[config.mk]
export PLATFORM = sky130hd
export DESIGN_NAME = spg_engine
export DESIGN_NICKNAME = d
export VERILOG_FILES = /design/src/core/spg_pkg.sv /design/src/core/spg_engine.sv
export SDC_FILE = /design/constraint.sdc
export NUM_CORES = 1
export LEC_CHECK = 0
export BUFFER_PORTS_ARGS = -buffer_cell sky130_fd_sc_hd__buf_2
export CAP_MARGIN = 20
export CELL_PAD_IN_SITES_DETAIL_PLACEMENT = 0
export CELL_PAD_IN_SITES_GLOBAL_PLACEMENT = 2
export CORE_ASPECT_RATIO = 1.25
export CORE_UTILIZATION = 37
export CTS_CLUSTER_SIZE = 20
export DETAILED_ROUTE_END_ITERATION = 7
export GPL_TIMING_DRIVEN = 0
export PLACE_DENSITY = 0.86
export SLEW_MARGIN = 20
export SYNTH_ARGS = -nofsm -noshare
export SYNTH_HDL_FRONTEND = slang
export SYNTH_SLANG_ARGS = --single-unit
[constraint.sdc]
create_clock -name pclk -period 11 [get_ports pclk]
set_input_delay 0.55 -clock pclk [delete_from_list [all_inputs] [get_ports pclk]]
set_output_delay 0.55 -clock pclk [all_outputs]
set_load 0.03 [all_outputs]
[src/core/spg_pkg.sv]
// ============================================================
// Shared constants and types
package spg_pkg;

  // ============================================================
  // Register offsets (byte addresses)
  localparam logic [11:0] SPG_REG_CTRL        = 12'h000;
  localparam logic [11:0] SPG_REG_FIRST_FILE  = 12'h004;
  localparam logic [11:0] SPG_REG_FILE_COUNT  = 12'h008;
  localparam logic [11:0] SPG_REG_FILE_SIZE   = 12'h00C;
  localparam logic [11:0] SPG_REG_PATTERN     = 12'h010;
  localparam logic [11:0] SPG_REG_STATUS      = 12'h014;
  localparam logic [11:0] SPG_REG_WORD_COUNT  = 12'h018;
  localparam logic [11:0] SPG_REG_SECTOR_ADDR = 12'h01C;

  // ============================================================
  // Field positions
  localparam int SPG_CTRL_WR_START_BIT = 0;
  localparam int SPG_CTRL_RD_START_BIT = 1;
  localparam int SPG_STS_WR_ACTIVE_BIT = 0;
  localparam int SPG_STS_RD_ACTIVE_BIT = 1;
  localparam int SPG_STS_FAIL_BIT      = 2;

  // ============================================================
  // Sector layout and size decode
  localparam int           SPG_WORD_W          = 128;
  localparam int           SPG_SECTOR_LOG2     = 5;
  localparam logic [4:0]   SPG_SECTOR_LAST     = 5'h1F;
  localparam logic [4:0]   SPG_SECTOR_FIRST    = 5'h00;
  localparam int           SPG_SIZE0_LOG2      = 16;
  localparam int           SPG_ADDR_W          = 40;
  localparam int           SPG_CNT_W           = 45;
  localparam logic [31:0]  SPG_LFSR_RESET      = 32'h0000_0000;
  localparam logic [2:0]   SPG_SIZE_RESET      = 3'h0;
  localparam logic [15:0]  SPG_FILE_RESET      = 16'h0000;
  localparam logic [15:0]  SPG_COUNT_RESET     = 16'h0001;

  // ============================================================
  // Pattern select codes
  typedef enum logic [2:0] {
    SPG_PAT_INC  = 3'h0,
    SPG_PAT_DEC  = 3'h1,
    SPG_PAT_ZERO = 3'h2,
    SPG_PAT_ONE  = 3'h3,
    SPG_PAT_LFSR = 3'h4
  } spg_pat_type;

  // ============================================================
  // Carriers
  typedef struct packed {
    logic        psel;
    logic        penable;
    logic        pwrite;
    logic [11:0] paddr;
    logic [31:0] pwdata;
  } spg_apb_req_type;

  typedef struct packed {
    logic [31:0] prdata;
    logic        pready;
    logic        pslverr;
  } spg_apb_rsp_type;

  typedef struct packed {
    logic [31:0]  lfsr;
    logic [127:0] word;
  } spg_pattern_type;

endpackage : spg_pkg

[src/core/spg_engine.sv]
`timescale 1ns/1ns
// What this block does
// - A write start pulse with nonzero file count puts the engine into write-transfer-active.
// - Push to write FIFO only while active and almost full is low.
// - Count each push; at end count stop active and push.
// - End count in sectors is file count times decoded per-file size.
// - During reads, pop equals not read FIFO empty.
// - During reads, count each pop and regenerate expected word from count.
// - Sector is 64-bit header in dwords 0-1, pattern in dwords 2-127.
// - Start sector address is first file index times per-file size.
// - Header dword 0 holds sector address; address steps after each sector.
// - End of sector seen from word counter with active push or pop.
// - Three-bit select picks increment, decrement, zeros, ones or LFSR.
// - Increment from address and counter; decrement is its inverse.
// - Look-ahead LFSR makes four 32-bit values per clock.
// - LFSR seed is the low 32 bits of the sector address.
// - Aux LFSR word only feeds next values; header shows upper address.
// - During reads, mismatch between expected and popped word sets fail.
// - FIFO data words are 128 bits wide.
// - Select codes: 000 inc, 001 dec, 010 zeros, 011 ones, 100 LFSR.
// - File size code 000 means 32 MB per file.
module spg_engine
  import spg_pkg::*;
(
  input  wire logic             pclk,
  input  wire logic             presetn,
  input  wire spg_apb_req_type  apb_req,
  output      spg_apb_rsp_type  apb_rsp,
  output      logic             write_fifo_push,
  output      logic [127:0]     write_fifo_data,
  input  wire logic             write_fifo_almost_full,
  output      logic             read_fifo_pop,
  input  wire logic [127:0]     read_fifo_word,
  input  wire logic             read_fifo_empty,
  output      logic             write_transfer_active,
  output      logic             read_transfer_active,
  output      logic             verify_fail
);

  // ============================================================
  // State
  typedef struct packed {
    logic                  wr_active;
    logic                  rd_active;
    logic                  start_wr;
    logic                  start_rd;
    logic [15:0]           first_file;
    logic [15:0]           file_count;
    logic [2:0]            size_code;
    logic [2:0]            pat_sel;
    logic [SPG_ADDR_W-1:0] end_count;
    logic [SPG_CNT_W-1:0]  word_counter;
    logic [SPG_ADDR_W-1:0] sector_address;
    logic [31:0]           lfsr;
    logic [127:0]          generated_word;
    logic                  fail;
    logic [31:0]           prdata;
    logic                  pslverr;
  } spg_state_type;

  spg_state_type   state_ff;
  spg_state_type   nxt_state;
  spg_pattern_type pat_cur;
  spg_pattern_type pat_nxt;
  logic            adv_wr;
  logic            adv_rd;
  logic            apb_setup;
  logic            apb_access;
  logic            sector_end;
  logic [SPG_ADDR_W-1:0] file_sectors;
  logic [SPG_CNT_W-1:0]  end_words;

  // ============================================================
  // Functions
  function automatic logic [SPG_ADDR_W-1:0] spg_file_sectors(input logic [2:0] code);
    logic [5:0] shift;
    shift = 6'(SPG_SIZE0_LOG2) + {3'h0, code};
    spg_file_sectors = {{(SPG_ADDR_W-1){1'b0}}, 1'b1} << shift;
  endfunction : spg_file_sectors

  function automatic logic [31:0] spg_lfsr_step(input logic [31:0] x);
    spg_lfsr_step = {x[30:0], x[31] ^ x[21] ^ x[1] ^ x[0]};
  endfunction : spg_lfsr_step

  function automatic spg_pattern_type spg_pattern(
    input logic [2:0]            sel,
    input logic [SPG_ADDR_W-1:0] addr,
    input logic [SPG_CNT_W-1:0]  cnt,
    input logic [31:0]           lfsr
  );
    logic [31:0]     lv [4];
    logic [31:0]     dw [4];
    logic            hdr;
    spg_pattern_type res;
    hdr   = (cnt[SPG_SECTOR_LOG2-1:0] == SPG_SECTOR_FIRST);
    lv[0] = hdr ? addr[31:0] : spg_lfsr_step(lfsr);
    for (int k = 1; k < 4; k++)
    begin
      lv[k] = spg_lfsr_step(lv[k-1]);
    end
    for (int k = 0; k < 4; k++)
    begin
      case (sel)
        SPG_PAT_INC:  dw[k] = {addr[24:0], cnt[4:0], 2'(k)};
        SPG_PAT_DEC:  dw[k] = ~{addr[24:0], cnt[4:0], 2'(k)};
        SPG_PAT_ZERO: dw[k] = 32'h0000_0000;
        SPG_PAT_ONE:  dw[k] = 32'hFFFF_FFFF;
        SPG_PAT_LFSR: dw[k] = lv[k];
        default:      dw[k] = 32'h0000_0000;
      endcase
    end
    if (hdr)
    begin
      dw[0] = addr[31:0];
      dw[1] = {24'h00_0000, addr[SPG_ADDR_W-1:32]};
    end
    res.lfsr = lv[3];
    res.word = {dw[3], dw[2], dw[1], dw[0]};
    spg_pattern = res;
  endfunction : spg_pattern

  // ============================================================
  // Handshake outputs
  assign adv_wr     = state_ff.wr_active & ~write_fifo_almost_full;
  assign adv_rd     = state_ff.rd_active & ~read_fifo_empty;
  assign apb_setup  = apb_req.psel & ~apb_req.penable;
  assign apb_access = apb_req.psel & apb_req.penable;
  assign sector_end = (adv_wr | adv_rd) &
                      (state_ff.word_counter[SPG_SECTOR_LOG2-1:0] == SPG_SECTOR_LAST);
  assign file_sectors = spg_file_sectors(state_ff.size_code);
  assign end_words    = {state_ff.end_count, {SPG_SECTOR_LOG2{1'b0}}};

  assign write_fifo_push       = adv_wr;
  assign write_fifo_data       = state_ff.generated_word;
  assign read_fifo_pop         = adv_rd;
  assign write_transfer_active = state_ff.wr_active;
  assign read_transfer_active  = state_ff.rd_active;
  assign verify_fail           = state_ff.fail;
  assign apb_rsp               = {state_ff.prdata, apb_access, state_ff.pslverr};

  // ============================================================
  // Next state
  always_comb
  begin
    nxt_state          = state_ff;
    nxt_state.start_wr = 1'b0;
    nxt_state.start_rd = 1'b0;
    pat_cur = spg_pattern(state_ff.pat_sel, state_ff.sector_address,
                          state_ff.word_counter, state_ff.lfsr);

    // Register reads, captured in setup phase
    if (apb_setup)
    begin
      nxt_state.pslverr = 1'b0;
      case (apb_req.paddr)
        SPG_REG_CTRL:        nxt_state.prdata = 32'h0000_0000;
        SPG_REG_FIRST_FILE:  nxt_state.prdata = {16'h0000, state_ff.first_file};
        SPG_REG_FILE_COUNT:  nxt_state.prdata = {16'h0000, state_ff.file_count};
        SPG_REG_FILE_SIZE:   nxt_state.prdata = {29'h0000_0000, state_ff.size_code};
        SPG_REG_PATTERN:     nxt_state.prdata = {29'h0000_0000, state_ff.pat_sel};
        SPG_REG_STATUS:      nxt_state.prdata = {29'h0000_0000, state_ff.fail,
                                                 state_ff.rd_active, state_ff.wr_active};
        SPG_REG_WORD_COUNT:  nxt_state.prdata = state_ff.word_counter[31:0];
        SPG_REG_SECTOR_ADDR: nxt_state.prdata = state_ff.sector_address[31:0];
        default:
        begin
          nxt_state.prdata  = 32'h0000_0000;
          nxt_state.pslverr = 1'b1;
        end
      endcase
    end

    // Register writes, taken at the access edge
    if (apb_access && apb_req.pwrite)
    begin
      case (apb_req.paddr)
        SPG_REG_CTRL:
        begin
          nxt_state.start_wr = apb_req.pwdata[SPG_CTRL_WR_START_BIT];
          nxt_state.start_rd = apb_req.pwdata[SPG_CTRL_RD_START_BIT];
        end
        SPG_REG_FIRST_FILE: nxt_state.first_file = apb_req.pwdata[15:0];
        SPG_REG_FILE_COUNT: nxt_state.file_count = apb_req.pwdata[15:0];
        SPG_REG_FILE_SIZE:  nxt_state.size_code  = apb_req.pwdata[2:0];
        SPG_REG_PATTERN:    nxt_state.pat_sel    = apb_req.pwdata[2:0];
        default:            nxt_state.prdata     = state_ff.prdata;
      endcase
    end

    // Word advance on push or pop
    if (adv_wr || adv_rd)
    begin
      nxt_state.word_counter = state_ff.word_counter + 45'h1;
      nxt_state.lfsr         = pat_cur.lfsr;
      if (sector_end)
      begin
        nxt_state.sector_address = state_ff.sector_address + 40'h1;
      end
      if (nxt_state.word_counter == end_words)
      begin
        nxt_state.wr_active = 1'b0;
        nxt_state.rd_active = 1'b0;
      end
    end

    // Starts: reload counter, address and end count
    if (state_ff.start_wr || state_ff.start_rd)
    begin
      nxt_state.word_counter   = {SPG_CNT_W{1'b0}};
      nxt_state.lfsr           = SPG_LFSR_RESET;
      nxt_state.sector_address = SPG_ADDR_W'({24'h00_0000, state_ff.first_file}
                                             * file_sectors);
      nxt_state.end_count      = SPG_ADDR_W'({24'h00_0000, state_ff.file_count}
                                             * file_sectors);
      nxt_state.wr_active      = state_ff.start_wr && (state_ff.file_count != 16'h0000);
      nxt_state.rd_active      = !state_ff.start_wr && (state_ff.file_count != 16'h0000);
      if (state_ff.start_rd && !state_ff.start_wr)
      begin
        nxt_state.fail = 1'b0;
      end
    end

    // Verify, set wins over the clear above
    if (adv_rd && (read_fifo_word != state_ff.generated_word))
    begin
      nxt_state.fail = 1'b1;
    end

    // Next word of the pattern, held while paused
    pat_nxt = spg_pattern(nxt_state.pat_sel, nxt_state.sector_address,
                          nxt_state.word_counter, nxt_state.lfsr);
    nxt_state.generated_word = pat_nxt.word;
  end

  always_ff @(posedge pclk or negedge presetn)
  begin
    if (!presetn)
    begin
      state_ff            <= '0;
      state_ff.first_file <= SPG_FILE_RESET;
      state_ff.file_count <= SPG_COUNT_RESET;
      state_ff.size_code  <= SPG_SIZE_RESET;
      state_ff.pat_sel    <= SPG_PAT_INC;
      state_ff.lfsr       <= SPG_LFSR_RESET;
    end
    else
    begin
      state_ff <= nxt_state;
    end
  end
endmodule : spg_engine

==> reports/metrics.cfg <==
[outcome]
status = completed

[placement]
io_buffers = 329
dp_cells = 4567
routabilityCongestion = 0.971
dp_hpwl_um = 88700

[detailed_routing]
via_per_inst = 5.26
drt-pass1-iter-count = 6
drc = 0
drtIter0Drc = 1647
ant_nets = 0
routed_wl_um = 109000
routedWlPerCell_um = 23.6
num_vias = 24421

[final_layout]
final_cell_count_no_fill = 4643
drive_gt1_share_pct = 18.7
fin_nets = 4106
syn_to_final_growth_pct = 15.9
n_fill_cell = 7818
n_antenna_cell = 0

[critical_path]
cp_max_fo = 10
r2r_end = write_fifo_data[96]
cp.arrival_ns = 8.87
cp-end-kind = flop
worstRegToRegCells = 23
rrSetupSlack_ns = 2.56
startpoint_type = flop
crit_start = state_ff[323]
r2r_start = state_ff[323]
path_class = reg -> reg
critical_path_required_ns = 11.43

[synthesis]
synth_seq_area_share_pct = 29.6
synthMuxAreaShare_pct = 4.15
synthDistinctLibCells = 87
yosys.area_share.simple_pct = 17.2
synthCells = 3190
synth_top_area_share_pct = 29.5
synth_top_family_by_area = adder cells
yosysWarnings = 0
yosysMostFrequentCell = nand2_1
synth_area_leader_cell = dfrtp_1
synth_common_cells = nand2_1 (367), dfrtp_1 (344), inv_1 (267), ha_1 (196), nor2_1 (186)
synthAdderAreaFrac_pct = 19.7
synth_area_leaders = dfrtp_1 (30%), fa_1 (11%), ha_1 (8.4%)
ys.flop_type = dfrtp_1
synth_edf_count = 0
ys_ff_latch = 345
synth_nets = 3729
avgSynthCellArea_sq_um = 9.14
syn-cell-area_sq_um = 29200
synth_compound_area_share_pct = 10.4
synth_xor_area_share_pct = 8.73
ys_async_sr_fraction_pct = 100

[global_route]
antenna_found_initial = 1
grt_pass1_vias = 24910
grt_max_degree = 101
grt_overflow = 0
grt_usage_pct = 27.4
grt_pass1_wl_um = 161000

[floorplanning]
rows = 114
dieHeight_um = 316
core_area_sq_um = 77700
io_pins = 346
die_x_um = 253
die-area_sq_um = 80000
start_util_pct = 37.5

[sta]
setup_viol = 0
finalMaxSlewViolations = 0
fin_tns_setup_ns = 0
max_freq_mhz = 118
rsz0062_at_grt = false
worst_pin_slew_ns = 1.33
fin_crit_sh_pct = 76.7
fin_crit_ns = 8.44
worst_hold_slack_ns = 0.265
hold_viol_final = 0
skew_ns = 0.0335
slew_headroom_pct = 10.1

[clocking]
cts_made_buffers = 40
cts_tree = yes
cts-hold-fix-buffers = 1
clk_path_buf_depth = 3
cts_setup_buffers = 0
clk_pin_slew_ns = 0.06
insertion_delay_ns = 0.58
cts.sinks = 345
cts_htree_levels = 2
ctsRootBufferMaster = clkbuf_16
cts_resized = 0

[worst_hold_path]
hold_start = apb_req[8]
holdPathStages = 2
min_path_type = in -> reg
min_delay_worst_endpoint = state_ff[349]

[power]
powerDensity_nw_per_um2 = 154
power.leakage_nw = 17.2
finalPower_mw = 5.21
peakVddDrop_uv = 216

[job]
cap_violations = 0

==> kinds of logic (layout without fill, tap and decap cells) <==
group           count (synthesis)  after routing
mux                           108            108
fa+ha+maj                     360            360
buf+inv                       602           1011
flops                         345            345
simple gates                 1022           1022
compound gates                471            471
xor+xnor                      282            282
==> per-stage QoR <==
stage / area, sq um / worst slack (ns) / util [%]
finish: 33800 / 2.56 / 43.5
detailed placement: 32200 / 2.63 / 41.5
CTS: 33800 / 2.56 / 43.5
global route: 33800 / 2.26 / 43.5
floorplan: 29200 / 4.44 / -
global placement: 32100 / 2.27 / 41.3
==> how the worst max path moves through the flow <==
stage / endpoint / slack, ns / cells past startpoint
finish: write_fifo_data[96] / 2.56 / 23
global route: write_fifo_data[96] / 2.26 / 23
CTS: write_fifo_data[96] / 2.56 / 23
detailed placement: write_fifo_data[96] / 2.63 / 23
global placement: write_fifo_data[47] / 2.27 / 1
floorplan: write_fifo_data[96] / 4.44 / 25
==> sequential cells by signal (all words and copies together), names as in the netlist <==
| name | cells |
|---|---|
| apb_rsp | 33 |
| read_transfer_active | 1 |
| write_transfer_active | 1 |
| end_words | 24 |
| verify_fail | 1 |
| state_ff | 157 |
| write_fifo_data | 128 |
==> per-layer routing <==
layer / wire length, um / part of all wire, % / vias up / track usage (%)
li1: - / - / 11304 / -
met1: 40600 / 37 / 11985 / 30.3
met2: 55700 / 51 / 849 / 49.5
met3: 5580 / 5.1 / 281 / 4.09
met4: 7510 / 6.9 / 2 / 16.5
met5: 11 / 0.010 / - / 0
==> layout by cell type (no fill, tap or decap), drive strengths merged, types with 106 or more instances in the layout <==
master / netlist / routed
dfrtp: 344 / 344
buf: 191 / 524
inv: 267 / 269
xnor2: 169 / 169
ha: 196 / 196
nor2: 186 / 186
fa: 164 / 164
a21oi: 144 / 144
xor2: 108 / 108
clkbuf: 141 / 194
o21ai: 106 / 106
and2: 154 / 154
nand2: 367 / 367
==> cell type report <==
type / instances / area [sq um] / share of cell area (%)
multi-input cells: 2243 / 17600 / 52.0
clock inverters: 22 / 435 / 1.29
well taps: 1044 / 1310 / 3.86
plain buffers: 334 / 1970 / 5.84
inverters: 268 / 1010 / 2.98
repair buffers: 335 / 1760 / 5.20
flip-flops and latches: 345 / 8630 / 25.5
clock buffers: 52 / 1100 / 3.25
==> power breakdown <==
group | total [mW] | internal, mW | leakage, nW | switching [mW]
clock | 1.56 | 0.972 | 0.748 | 0.591
sequential | 1.59 | 1.43 | 4.44 | 0.160
combinational | 2.06 | 0.784 | 12.0 | 1.28
total | 5.21 | 3.19 | 17.2 | 2.03
==> worst max-delay path, cell delays in order (launching register included) <==
cell and delay (ns):
dfrtp_1 0.36, clkbuf_1 0.20, nor3_1 0.96, clkbuf_1 0.60
nand2_1 0.17, fa_1 0.55, fa_1 0.55, inv_1 0.04
ha_1 0.19, fa_1 0.49, ha_1 0.30, inv_1 0.05
fa_1 0.53, inv_1 0.04, ha_1 0.35, a211oi_1 0.32
o21ai_0 0.26, o21ai_0 0.35, a31oi_1 0.13, a21oi_1 0.40
xor2_1 0.10, o21ai_0 0.56, xnor3_1 0.43, a211o_1 0.36
Power figures use the tool's default switching activity.
